`config.mk`:
```
export PLATFORM = sky130hd
export DESIGN_NAME = cscd_decoder
export DESIGN_NICKNAME = d
export VERILOG_FILES = /design/src/logic/cscd_pkg.sv /design/src/logic/cscd_decoder.sv
export VERILOG_INCLUDE_DIRS = /design/src /design/src/logic
export SDC_FILE = /design/constraint.sdc
export NUM_CORES = 1
export LEC_CHECK = 0
export BUFFER_PORTS_ARGS = -buffer_cell sky130_fd_sc_hd__buf_2
export CAP_MARGIN = 10
export CELL_PAD_IN_SITES_DETAIL_PLACEMENT = 0
export CELL_PAD_IN_SITES_GLOBAL_PLACEMENT = 1
export CORE_MARGIN = 2
export CORE_UTILIZATION = 41
export CTS_CLUSTER_DIAMETER = 40
export DETAILED_ROUTE_END_ITERATION = 10
export HOLD_SLACK_MARGIN = 0.03
export PLACE_DENSITY = 0.78
export SYNTH_ARGS = -nofsm -noshare
export SYNTH_HDL_FRONTEND = slang
export SYNTH_SLANG_ARGS = --single-unit
```
`constraint.sdc`:
```
create_clock -name I_MCLK -period 2.1 [get_ports I_MCLK]
set_clock_uncertainty 0.05 [all_clocks]
set_input_delay 0.21 -clock I_MCLK [delete_from_list [all_inputs] [get_ports I_MCLK]]
set_output_delay 0.21 -clock I_MCLK [all_outputs]
set_load 0.01 [all_outputs]
```
`src/logic/cscd_regs.svh`:
```
// constants for the camera settings command decoder
`ifndef CSCD_REGS_SVH
`define CSCD_REGS_SVH
// ****************************************
// command codes
// ****************************************
`define CSCD_CMD_LOFS 8'h81
`define CSCD_CMD_ROFS 8'h83
`define CSCD_CMD_HBIN 8'ha3
`define CSCD_CMD_VBIN 8'ha4
`define CSCD_CMD_MIRR 8'hc1
// ****************************************
// lengths, encodings, reset values
// ****************************************
`define CSCD_LEN_OFS 8'h02
`define CSCD_LEN_FLAG 8'h01
`define CSCD_FLAG_OFF 8'h00
`define CSCD_FLAG_ON 8'h01
`define CSCD_OFS_RST 8'h00
`define CSCD_HI_ZERO 8'h00
`endif

```
`src/logic/cscd_pkg.sv`:
```
// types for the camera settings command decoder
package cscd_pkg;
	// one received or sent frame byte with its position marks
	typedef struct packed {
		logic [7:0] data;
		logic first;
		logic last;
	} cscd_byte_t;
	typedef enum logic [2:0] {
		CSCD_IDLE,
		CSCD_FLAG,
		CSCD_LEN,
		CSCD_DATA,
		CSCD_EXEC,
		CSCD_REPLY
	} cscd_state_t;
endpackage

```
`src/logic/cscd_decoder.sv`:
```
// camera settings command decoder: offset, binning and mirror settings
// Behaviour
// - command 0x83 reads/writes right-half offset
// - read reply: same code, flag 0, two bytes
// - offset bytes travel low byte first
// - 0xA3 horizontal binning, one byte, no write reply
// - horizontal binning 0x00 off, 0x01 on
// - 0xA4 vertical binning, one byte, read/write
// - vertical binning 0x00 off, 0x01 on
// - 0xC1 mirror output, one byte, read/write
// - mirror 0x00 off, 0x01 on
// - right offset independent of left offset
`timescale 1ns/100ps
`include "cscd_regs.svh"
module cscd_decoder
	import cscd_pkg::*;
(
	input wire logic I_MCLK,
	input wire logic I_SYS_RST,
	input wire cscd_byte_t I_RX,
	input wire logic I_RX_VALID,
	input wire logic I_TX_READY,
	output cscd_byte_t O_TX,
	output logic O_TX_VALID,
	output logic [7:0] O_RIGHT_OFFSET,
	output logic O_HBIN_EN,
	output logic O_VBIN_EN,
	output logic O_MIRROR_EN
);
	// ****************************************
	// frame parsing
	// ****************************************
	cscd_state_t state;
	logic [7:0] cmd;
	logic rd;
	logic [7:0] len;
	logic [7:0] d0;
	logic [7:0] d1;
	logic [7:0] cnt;
	logic [1:0] tx_idx;
	logic [7:0] tx_byte;

	// command decode and validity of the stored frame
	wire is_ofs = (cmd == `CSCD_CMD_ROFS);
	wire is_h = (cmd == `CSCD_CMD_HBIN);
	wire is_v = (cmd == `CSCD_CMD_VBIN);
	wire is_m = (cmd == `CSCD_CMD_MIRR);
	// unknown codes fall through to a silent ignore
	wire known = is_ofs | is_h | is_v | is_m;
	// a flag command carries one byte, the offset two
	wire [7:0] need_len = is_ofs ? `CSCD_LEN_OFS : `CSCD_LEN_FLAG;
	wire len_ok = (len == need_len);
	// a flag byte must be exactly 0 or 1; offset high byte must be zero
	wire flag_ok = (d0 == `CSCD_FLAG_OFF) || (d0 == `CSCD_FLAG_ON);
	wire ofs_ok = (d1 == `CSCD_HI_ZERO);
	wire wr_ok = known && !rd && len_ok && (is_ofs ? ofs_ok : flag_ok);
	wire rd_ok = known && rd && len_ok;
	wire [7:0] cur_flag = is_h ? {7'h00, O_HBIN_EN} :
		is_v ? {7'h00, O_VBIN_EN} : {7'h00, O_MIRROR_EN};
	// reply: code, flag 0, length, data low byte first
	always_comb begin
		case (tx_idx)
			2'h0: tx_byte = cmd;
			2'h1: tx_byte = 8'h00;
			2'h2: tx_byte = need_len;
			default: tx_byte = is_ofs ? O_RIGHT_OFFSET : cur_flag;
		endcase
	end
	// reply byte count: code, flag, length and the data bytes
	wire [2:0] rep_len = is_ofs ? 3'h5 : 3'h4;

	// frame state machine; a first-marked byte restarts parsing in every state but CSCD_REPLY
	always_ff @(posedge I_MCLK or posedge I_SYS_RST) begin
		if (I_SYS_RST) begin
			state <= CSCD_IDLE;
			cmd <= 8'h00;
			rd <= 1'b0;
			len <= 8'h00;
			d0 <= 8'h00;
			d1 <= 8'h00;
			cnt <= 8'h00;
			tx_idx <= 2'h0;
		end else if (state != CSCD_REPLY && I_RX_VALID && I_RX.first) begin
			cmd <= I_RX.data;
			d0 <= 8'h00;
			d1 <= 8'h00;
			state <= CSCD_FLAG;
		end else begin
			case (state)
				CSCD_FLAG: begin
					if (I_RX_VALID) begin
						rd <= I_RX.data[0];
						state <= CSCD_LEN;
					end
				end
				CSCD_LEN: begin
					if (I_RX_VALID) begin
						len <= I_RX.data;
						cnt <= 8'h00;
						// reads carry no data bytes
						state <= (rd || I_RX.data == 8'h00) ? CSCD_EXEC : CSCD_DATA;
					end
				end
				CSCD_DATA: begin
					if (I_RX_VALID) begin
						if (cnt == 8'h00) d0 <= I_RX.data;
						if (cnt == 8'h01) d1 <= I_RX.data;
						cnt <= cnt + 8'h01;
						if (cnt + 8'h01 == len) state <= CSCD_EXEC;
					end
				end
				CSCD_EXEC: begin
					tx_idx <= 2'h0;
					cnt <= 8'h00;
					state <= rd_ok ? CSCD_REPLY : CSCD_IDLE; // no reply to writes
				end
				CSCD_REPLY: begin
					if (I_TX_READY && O_TX_VALID) begin
						if (cnt == {5'h00, rep_len} - 8'h01) begin
							state <= CSCD_IDLE;
						end else begin
							cnt <= cnt + 8'h01;
							if (tx_idx != 2'h3) tx_idx <= tx_idx + 2'h1;
						end
					end
				end
				default: state <= CSCD_IDLE;
			endcase
		end
	end

	// ****************************************
	// settings, updated only by a well formed write
	// ****************************************
	// left offset (0x81) is not decoded here, so it can never disturb this one
	always_ff @(posedge I_MCLK or posedge I_SYS_RST) begin
		if (I_SYS_RST) begin
			O_RIGHT_OFFSET <= `CSCD_OFS_RST;
			O_HBIN_EN <= 1'b0;
			O_VBIN_EN <= 1'b0;
			O_MIRROR_EN <= 1'b0;
		end else if (state == CSCD_EXEC && wr_ok) begin
			if (is_ofs) O_RIGHT_OFFSET <= d0;
			if (is_h) O_HBIN_EN <= d0[0];
			if (is_v) O_VBIN_EN <= d0[0]; // independent of horizontal
			if (is_m) O_MIRROR_EN <= d0[0];
		end
	end

	// byte that follows the one now presented; picking it by cnt instead of
	// shifting a preloaded reply keeps the sender to one byte register
	wire [7:0] nxt_data = (cnt == 8'h00) ? 8'h00 :
		(cnt == 8'h01) ? need_len :
		(cnt == 8'h02) ? (is_ofs ? O_RIGHT_OFFSET : cur_flag) : `CSCD_HI_ZERO;

	// reply byte register; held while the sink stalls
	always_ff @(posedge I_MCLK or posedge I_SYS_RST) begin
		if (I_SYS_RST) begin
			O_TX <= '0;
			O_TX_VALID <= 1'b0;
		end else if (!O_TX_VALID || I_TX_READY) begin
			O_TX_VALID <= (state == CSCD_REPLY) &&
				!(O_TX_VALID && cnt == {5'h00, rep_len} - 8'h01);
			O_TX.data <= (O_TX_VALID && state == CSCD_REPLY) ? nxt_data : tx_byte;
			O_TX.first <= !(O_TX_VALID && state == CSCD_REPLY);
			O_TX.last <= O_TX_VALID && (cnt + 8'h02 == {5'h00, rep_len});
		end
	end
endmodule

```
* Yosys cells after proc, flatten, opt, wreduce, memory -nomap -nowiden
Index checks and enable logic that the tools add are counted.
Cells by class: bitwise gates (word level) 4, mux-type cells 38, reduce and logical (&&, ||, !) cells 42, equality and inequality tests 31, $add $sub $neg 4
Operators with widths (count):
- 8-bit two-way mux | 17
- 8-bit == test (second input constant) | 4
- 8-bit zero test | 4
- 8-bit case mux with 4 select lines | 1
- 3-bit two-way mux | 9
- 8-bit case mux with 3 select lines | 1
- 3-bit inequality test (second input constant) | 6
- 8-bit by 1-bit == test with 1-bit output (second input constant) | 2
- 8-bit == test | 2
- 3-bit case mux with 5 select lines | 1
- 1-bit logical AND | 13
- 2-bit inequality test (second input constant) | 6
- 3-bit AND reduction | 4
- 6-bit AND reduction | 2
- 2-bit nonzero test | 5
- 8-bit by 1-bit adder with 8-bit output (second input constant) | 1
- 8-bit by 2-bit adder with 8-bit output (second input constant) | 1
- 8-bit by 2-bit == test with 1-bit output | 1
- 8-bit by 2-bit == test with 1-bit output (second input constant) | 1
- 8-bit by 3-bit == test with 1-bit output | 1
- 2-bit two-way mux | 4
- 2-bit AND reduction | 4
- 3-bit by 2-bit == test with 1-bit output (second input constant) | 2
- 3-bit == test (second input constant) | 2
- other kinds (15) | 25
Storage, ports and cells: word-level logic and storage cells 135, output and inout bits 22, register bits after elaboration 68

* Depth between registers and ports, before layout
Gate-level depths: netlist (run 1).
depth after elaboration 9, mapped depth 9

* Worst setup path after synthesis (run 1)
No wires, ideal clock.
path type reg2reg, start point register cmd[4], end point register O_MIRROR_EN, path buffers 0, library setup time 0.127 ns, arrival 2.050 ns, clock period less this slack 2.228 ns, cell stages (with the launch flop) 6, slack -0.128 ns, path through dfrtp_1 -> nor4b_4 -> nand4b_1 -> a221oi_2 -> or4b_1 -> mux2_1
Between the ends: longest elaborated chain between the ends 9
RTL lines:
- from (decl) | RTL line cscd_decoder.sv:34 | logic [7:0] cmd;
- from (signal assigned) | RTL line cscd_decoder.sv:84 | cmd <= I_RX.data;
- 8-bit == test (no source line)
- 1-bit bitwise OR (3 in series) | RTL line cscd_decoder.sv:49 | wire known = is_ofs | is_h | is_v | is_m;
- 1-bit logical AND (3 in series) | RTL line cscd_decoder.sv:56 | wire wr_ok = known && !rd && len_ok && (is_ofs ? ofs_ok : flag_ok);
- 1-bit logical AND | RTL line cscd_decoder.sv:142 | end else if (state == CSCD_EXEC && wr_ok) begin
- 2-bit AND reduction (no source line) *
- to (signal assigned) | RTL line cscd_decoder.sv:146 | if (is_m) O_MIRROR_EN <= d0[0];
- to (decl) | RTL line cscd_decoder.sv:28 | output logic O_MIRROR_EN
Mark *: on every way between the ends. The rest lies on a longest branch, timed or not. A chain may end at the register's enable or synchronous reset.

* Worst setup path in the final report (run 1)
start point register cmd[5], end point register O_MIRROR_EN
The elaborated chain is that of the path after synthesis.

==> results of run 1 <==
-- per-stage QoR --
stage / TNS, ns / total power, uW
floorplan: -0.2757 / 3060
global placement: -1.926 / 3950
detailed placement: -3.107 / 3998
CTS: -0.5240 / 5194
global route: -2.146 / 5685
finish: -0.5991 / 5309
-- cell type report --
cell class	count	share of cell area
well taps	111	0.02783
flip-flops and latches	68	0.3413
inverters	13	0.009779
multi-input cells	317	0.4308
clock inverters	6	0.01429
repair buffers	108	0.1484
clock buffers	10	0.02758
-- critical path, stage by stage (launching register included) --
cell	delay (ns)
dfrtp_1	0.44
nor4b_4	0.28
buf_4	0.19
nand4b_1	0.15
a221oi_2	0.28
or4b_4	0.49
mux2_4	0.30
-- cell usage after synthesis (3+ instances only) --
cell type	number	share of area
dfrtp_1	68	0.44
nand2_1	65	0.064
o21ai_0	32	0.042
nor2_1	29	0.028
mux2_2	18	0.053
a21oi_1	16	0.021
clkbuf_1	15	0.015
inv_1	13	0.013
xnor2_1	12	0.027
o31ai_1	11	0.022
nand3_1	10	0.013
nor4_1	10	0.016
nand4_1	9	0.015
ha_1	8	0.026
nor3_1	8	0.010
o21ai_1	8	0.010
a31oi_1	7	0.011
nor2b_1	7	0.011
nand2b_1	6	0.0098
a32oi_1	5	0.011
buf_2	5	0.0065
and3_1	4	0.0065
nand4b_1	4	0.0091
a22oi_1	3	0.0059
and4_1	3	0.0068
o22ai_1	3	0.0049
-- metal layers --
layer,part of all wire,vias up,global-route usage,wire length (um)
met1,0.48,1714,0.3355,5384
met4,0.010,0,0.07060,115
li1,-,1721,-,-
met2,0.47,91,0.3544,5231
met3,0.037,7,0.03814,412
met5,0,-,0,0
-- layout by cell type, fill, tap and decap left out, types with 6 or more instances in the layout --
cell type,synthesis,routed
ha_1,8,6
nor2_1,29,28
nand2b_1,6,6
nor2b_1,7,7
o21ai_0,32,31
buf_4,0,72
clkbuf_8,0,10
nor3_1,8,8
o31ai_1,11,7
a31oi_1,7,6
mux2_2,18,16
o21ai_1,8,7
buf_2,5,34
dfrtp_1,68,67
inv_1,13,10
nand3_1,10,10
nand2_1,65,64
xnor2_1,12,12
nand4_1,9,9
a21oi_1,16,16
nor4_1,10,8
-- worst max path at each step --
stage / start / endpoint / slack, ns / cells past startpoint
5_1_grt: cmd[5]$_DFFE_PP0P_ / O_MIRROR_EN$_DFFE_PP0P_ / -0.27 / 6
4_1_cts: cmd[5]$_DFFE_PP0P_ / O_MIRROR_EN$_DFFE_PP0P_ / -0.11 / 6
3_3_place_gp: state[0]$_DFFE_PP0P_ / O_RIGHT_OFFSET[0]$_DFFE_PP0P_ / -0.15 / 7
3_5_place_dp: cmd[4]$_DFFE_PP0P_ / O_RIGHT_OFFSET[5]$_DFFE_PP0P_ / -0.20 / 7
6_report: cmd[5]$_DFFE_PP0P_ / O_MIRROR_EN$_DFFE_PP0P_ / -0.19 / 6
2_1_floorplan: cmd[4]$_DFFE_PP0P_ / O_MIRROR_EN$_DFFE_PP0P_ / -0.11 / 5
-- report_power, final --
| group | leakage (uW) | internal, uW | total [uW] | switching, uW |
|---|---|---|---|---|
| sequential | 0.000875 | 1650 | 1950 | 296 |
| combinational | 0.00135 | 1040 | 2210 | 1170 |
| clock | 0.0000991 | 589 | 1150 | 557 |
-- sequential cells by signal, summed over array words and instances, names as in the netlist --
| signal | flops |
|---|---|
| O_MIRROR_EN | 1 |
| O_TX | 10 |
| O_RIGHT_OFFSET | 8 |
| d1 | 8 |
| tx_idx | 2 |
| cmd | 8 |
| O_VBIN_EN | 1 |
| d0 | 8 |
| state | 3 |
| len | 8 |
| O_HBIN_EN | 1 |
| cnt | 8 |
| rd | 1 |
| O_TX_VALID | 1 |
-- cells by family after synthesis --
kind of cell             after synthesis
AO/OA/AOI/OAI                        103
XOR/XNOR                              13
adder cells (fa/ha/maj)                8
buffers and inverters                 34
flip-flops                            68
multiplexers                          20
AND/OR/NAND/NOR                      173
-- what timing repair did --
item	in CTS	in global routing
setup endpoints to repair	31	41
pin swaps	4	17
endpoints found under the hold margin	22	0
gates cloned	0	0
hold buffers	1	0
gates resized for setup	13	23
buffers inserted	4	2
==> impl_metrics.ini, run 1 <==
[status]
status = complete, but fails checks
violations = setup timing

[cts]
clkSlewWorstSetupHoldPaths_ns = 0.08
htreeDepth = 3
root_buffer = clkbuf_8
cts.sinks = 68
cts_buffers = 9
clk_latency_ns = 0.36
cts_buffer_depth = 2
cts_tree = done

[global_route]
grt_pass1_vias = 3482
grt_max_degree = 26
gr-total-overflow = 0
antenna_found_initial = 0
grt_usage = 0.2313
grt_pass1_wl_mm = 18.10

[sta]
worst_pin_slew_ns = 0.5895
final_hold_viol_count = 0
finalMaxSlewViolations = 0
fin_crit_sh = 1.091
setup_violations = 11
hold_slack_ns = 0.07332
fin_ws_ns = -0.1911
slew-limit-headroom = 0.6034
fmax_mhz = 436.5
min_period_ns = 2.291
rsz0062_at_grt = true

[routing]
route.detailed.drc = 0
drt_iter0_markers = 211
vias = 3533
wl_per_cell_um = 17.61
firstDrtPassIters = 5
vias_per_cell = 5.581
wl_mm = 11.14
ant_nets = 0

[placement]
hpwl_mm = 8.253
io_buffers = 34
gp_congestion = 0.9043
dp_slack_ns = -0.1999
place_area_um2 = 4601
place_inst = 613

[worst_setup_path]
cp_max_fo = 4
cp.required_ns = 2.29
cp.arrival_ns = 2.48
reg2reg_to = O_MIRROR_EN$_DFFE_PP0P_
critPathKind = reg2reg
worstReg2RegStart = cmd[5]$_DFFE_PP0P_
r2r_cells = 6
ff2ff_setup_slack_ns = -0.19
crit_path_end_kind = register
worst_setup_path_start_kind = register

[min_path]
hold_class = in2reg
hold_start = I_RX[3]
whs_path_depth = 3
min_to = cmd[1]$_DFFE_PP0P_

[finish]
nets = 539
fin_cells = 633
fin_area_um2 = 4990
utilization = 0.5452
fillers = 823
insertedDiodeCount = 0
area_growth_syn_to_layout_pct = 29.99
drive_above_1_share = 0.3372
seq_area_um2 = 1703
multiInputGateArea_um2 = 2150

[synthesis]
ys.flop_type = dfrtp_1
synthAdderAreaFrac = 0.02608
async_flop_share = 1.000
netlist_area_um2 = 3839
synth_top_family_by_area = simple AND/OR/NAND/NOR gates
synthCells = 419
synthXorXnorAreaFrac = 0.02966
synth-seq-cells = 68
postSynthAreaPerCell_um2 = 9.162
synth_edf_count = 0
ys_warn_count = 0
synthMuxAreaShare = 0.05834
synth_cell_types = 58
ys_seq_area_frac = 0.4433
synth_compound_gate_area_share = 0.1731
syn-num-nets = 441
synth_simple_gate_area_frac = 0.2347

[floorplan]
die_y_um = 100.8
initial_core_util = 0.4194
dieArea_um2 = 10150
core_area_um2 = 9153
rows = 35
ios = 36
die_w_um = 100.8

[power_and_ir_drop]
ir_drop_uv = 374.2
power.static_leakage_uw = 0.002327
pwr_density_cell_nw_per_um2 = 1064

[flow_run]
drv_cap = 0
Note: power is estimated with default switching activity, not from simulation.
==> run 2: changes to the inputs <==
--- a/config.mk
+++ b/config.mk
@@ -17,4 +17,5 @@
 export HOLD_SLACK_MARGIN = 0.03
 export PLACE_DENSITY = 0.78
+export SETUP_SLACK_MARGIN = 0.15
 export SYNTH_ARGS = -nofsm -noshare
 export SYNTH_HDL_FRONTEND = slang
==> constraint.sdc (replaced) <==
create_clock -name I_MCLK -period 2.1 [get_ports I_MCLK]
set_clock_uncertainty 0.05 [all_clocks]
set_input_delay 0.105 -clock I_MCLK [delete_from_list [all_inputs] [get_ports I_MCLK]]
set_output_delay 0.105 -clock I_MCLK [all_outputs]
set_load 0.01 [all_outputs]
==> impl_metrics.ini, run 2 (synthesis results as in run 1) <==
[status]
status = complete, but fails checks
violations = setup timing

[routing]
firstDrtPassIters = 4
vias = 3688
wl_per_cell_um = 17.88
drt_iter0_markers = 184
route.detailed.drc = 0
ant_nets = 0
wl_mm = 11.82
vias_per_cell = 5.579

[finish]
regMostFlops = O_TX
layout_commonest_cell = buf_4
drive_above_1_share = 0.4255
final_cell_mix = 76 x buf_4, 63 x nand2_1, 62 x dfrtp_1
area_growth_syn_to_layout_pct = 44.98
largest_reg_flops = 10
multiInputGateArea_um2 = 2422
fillers = 793
insertedDiodeCount = 0
nets = 567
seq_area_um2 = 1709
utilization = 0.6081
fin_area_um2 = 5565

[cts]
clk_latency_ns = 0.35
cts_buffer_depth = 2
clkSlewWorstSetupHoldPaths_ns = 0.08
htreeDepth = 3
cts_buffers = 9
root_buffer = clkbuf_8
cts_tree = done
cts.sinks = 68

[sta]
worst_pin_slew_ns = 0.5663
min_period_ns = 2.220
setup_violations = 18
final_hold_viol_count = 0
rsz0062_at_grt = true
fin_ws_ns = -0.1204
fmax_mhz = 450.4
fin_crit_sh = 1.057
slew-limit-headroom = 0.6219
finalMaxSlewViolations = 0

[global_route]
grt_pass1_vias = 3488
grt_max_degree = 27
grt_pass1_wl_mm = 18.37
gr-total-overflow = 0
grt_usage = 0.2346
antenna_found_initial = 0

[flow_run]
drv_cap = 0

[power_and_ir_drop]
p_int_uw = 3423
power.static_leakage_uw = 0.002508
switchingPower_uw = 2219
seqPwrFrac = 0.350
pwr-share-comb = 0.454
p_total_uw = 5642
clkPwrFrac = 0.196
pwr_density_cell_nw_per_um2 = 1014
p_sw_frac = 0.3933
ir_drop_uv = 415.2

[worst_setup_path]
critPathTopFamily = simple AND/OR/NAND/NOR gates
path_cells = nor4b_4, nand4b_1, a221oi_2, or4b_1, mux2_4
startpoint = cmd[4]$_DFFE_PP0P_
critPathKind = reg2reg
crit_path_end_kind = register
crit_end = O_MIRROR_EN$_DFFE_PP0P_
r2r_cells = 5
crit_cells = 5
ff2ff_setup_slack_ns = -0.12
cp.required_ns = 2.29
worst_setup_path_start_kind = register
cp.buffers_inverters = 0
cp_max_fo = 4
slowest_delay_ns = 0.49
reg2reg_to = O_MIRROR_EN$_DFFE_PP0P_
crit_path_top_delay_cell = or4b_1
cp.arrival_ns = 2.42
worstReg2RegStart = cmd[4]$_DFFE_PP0P_

[floorplan]
dieArea_um2 = 10150
die_w_um = 100.8
core_area_um2 = 9153
die_y_um = 100.8
rows = 35
initial_core_util = 0.4194
ios = 36

[placement]
place_area_um2 = 4624
gp_congestion = 0.8920
io_buffers = 34
hpwl_mm = 8.310

[min_path]
hold_class = in2reg
run 2: cell count changes in the layout (fill, tap and decap cells not counted), sizes merged:
cell,previous run,this run
dlygate4sd3,1,10
clkbuf,10,9
clkinvlp,2,0
clkinv,2,5
buf,107,126
run 2: power by group through the flow:
stage	sequential [uW]	clock, uW	combinational [uW]
floorplan	1920	0	1140
global placement	1950	0	2030
detailed placement	1970	0	2070
CTS	1960	1120	2300
global route	2020	1170	2790
finish	1970	1110	2560
run 2: how the worst min path moves through the flow:
stage	startpoint	to	slack, ns	cells past startpoint
6_report	I_RX_VALID	state[0]$_DFFE_PP0P_	0.16	3
2_1_floorplan	I_RX[2]	cmd[0]$_DFFE_PP0P_	0.16	2
5_1_grt	I_RX_VALID	state[1]$_DFFE_PP0P_	0.17	4
4_1_cts	I_RX_VALID	state[1]$_DFFE_PP0P_	0.15	4
3_3_place_gp	I_SYS_RST	O_RIGHT_OFFSET[3]$_DFFE_PP0P_	0.14	2
3_5_place_dp	I_SYS_RST	O_RIGHT_OFFSET[3]$_DFFE_PP0P_	0.14	2
run 2: final cells by class:
type                       instances  area share
timing repair buffer             136      0.1882
clock inverter                     7     0.01349
multi-input combinational        317      0.4353
tap                              111     0.02495
inverter                          13    0.008768
sequential                        68      0.3071
clock buffer                       9     0.02226
run 2: worst min-delay path, cell delays in order:
cell and delay, ns:
buf_2 0.16, nor3_1 0.18, a31oi_1 0.06
run 2: layer usage:
metal	up-vias	part of all wire	global-route usage
met2	83	0.47	0.3677
met1	1813	0.49	0.3382
li1	1782	-	-
met5	-	0	0
met3	10	0.031	0.03329
met4	0	0.012	0.06744
run 2: repair_timing:
item,in CTS,in global routing
cloned,0,1
pin swaps,18,28
setup buffers,11,9
hold buffers,10,0
endpoints found under the setup margin,49,50
hold endpoints to repair,50,0
resized for setup,48,62
run 2: per-stage QoR:
step | setup WS [ns] | hold WS [ns] | std cells | TNS [ns]
finish | -0.1204 | 0.1604 | 661 | -0.8313
global route | -0.2337 | 0.1724 | 661 | -2.255
CTS | -0.05854 | 0.1462 | 651 | -0.2041
detailed placement | -0.1713 | 0.1440 | 614 | -2.068
global placement | -0.1334 | 0.1424 | 614 | -1.512
floorplan | -0.1114 | 0.1604 | 419 | -0.3153
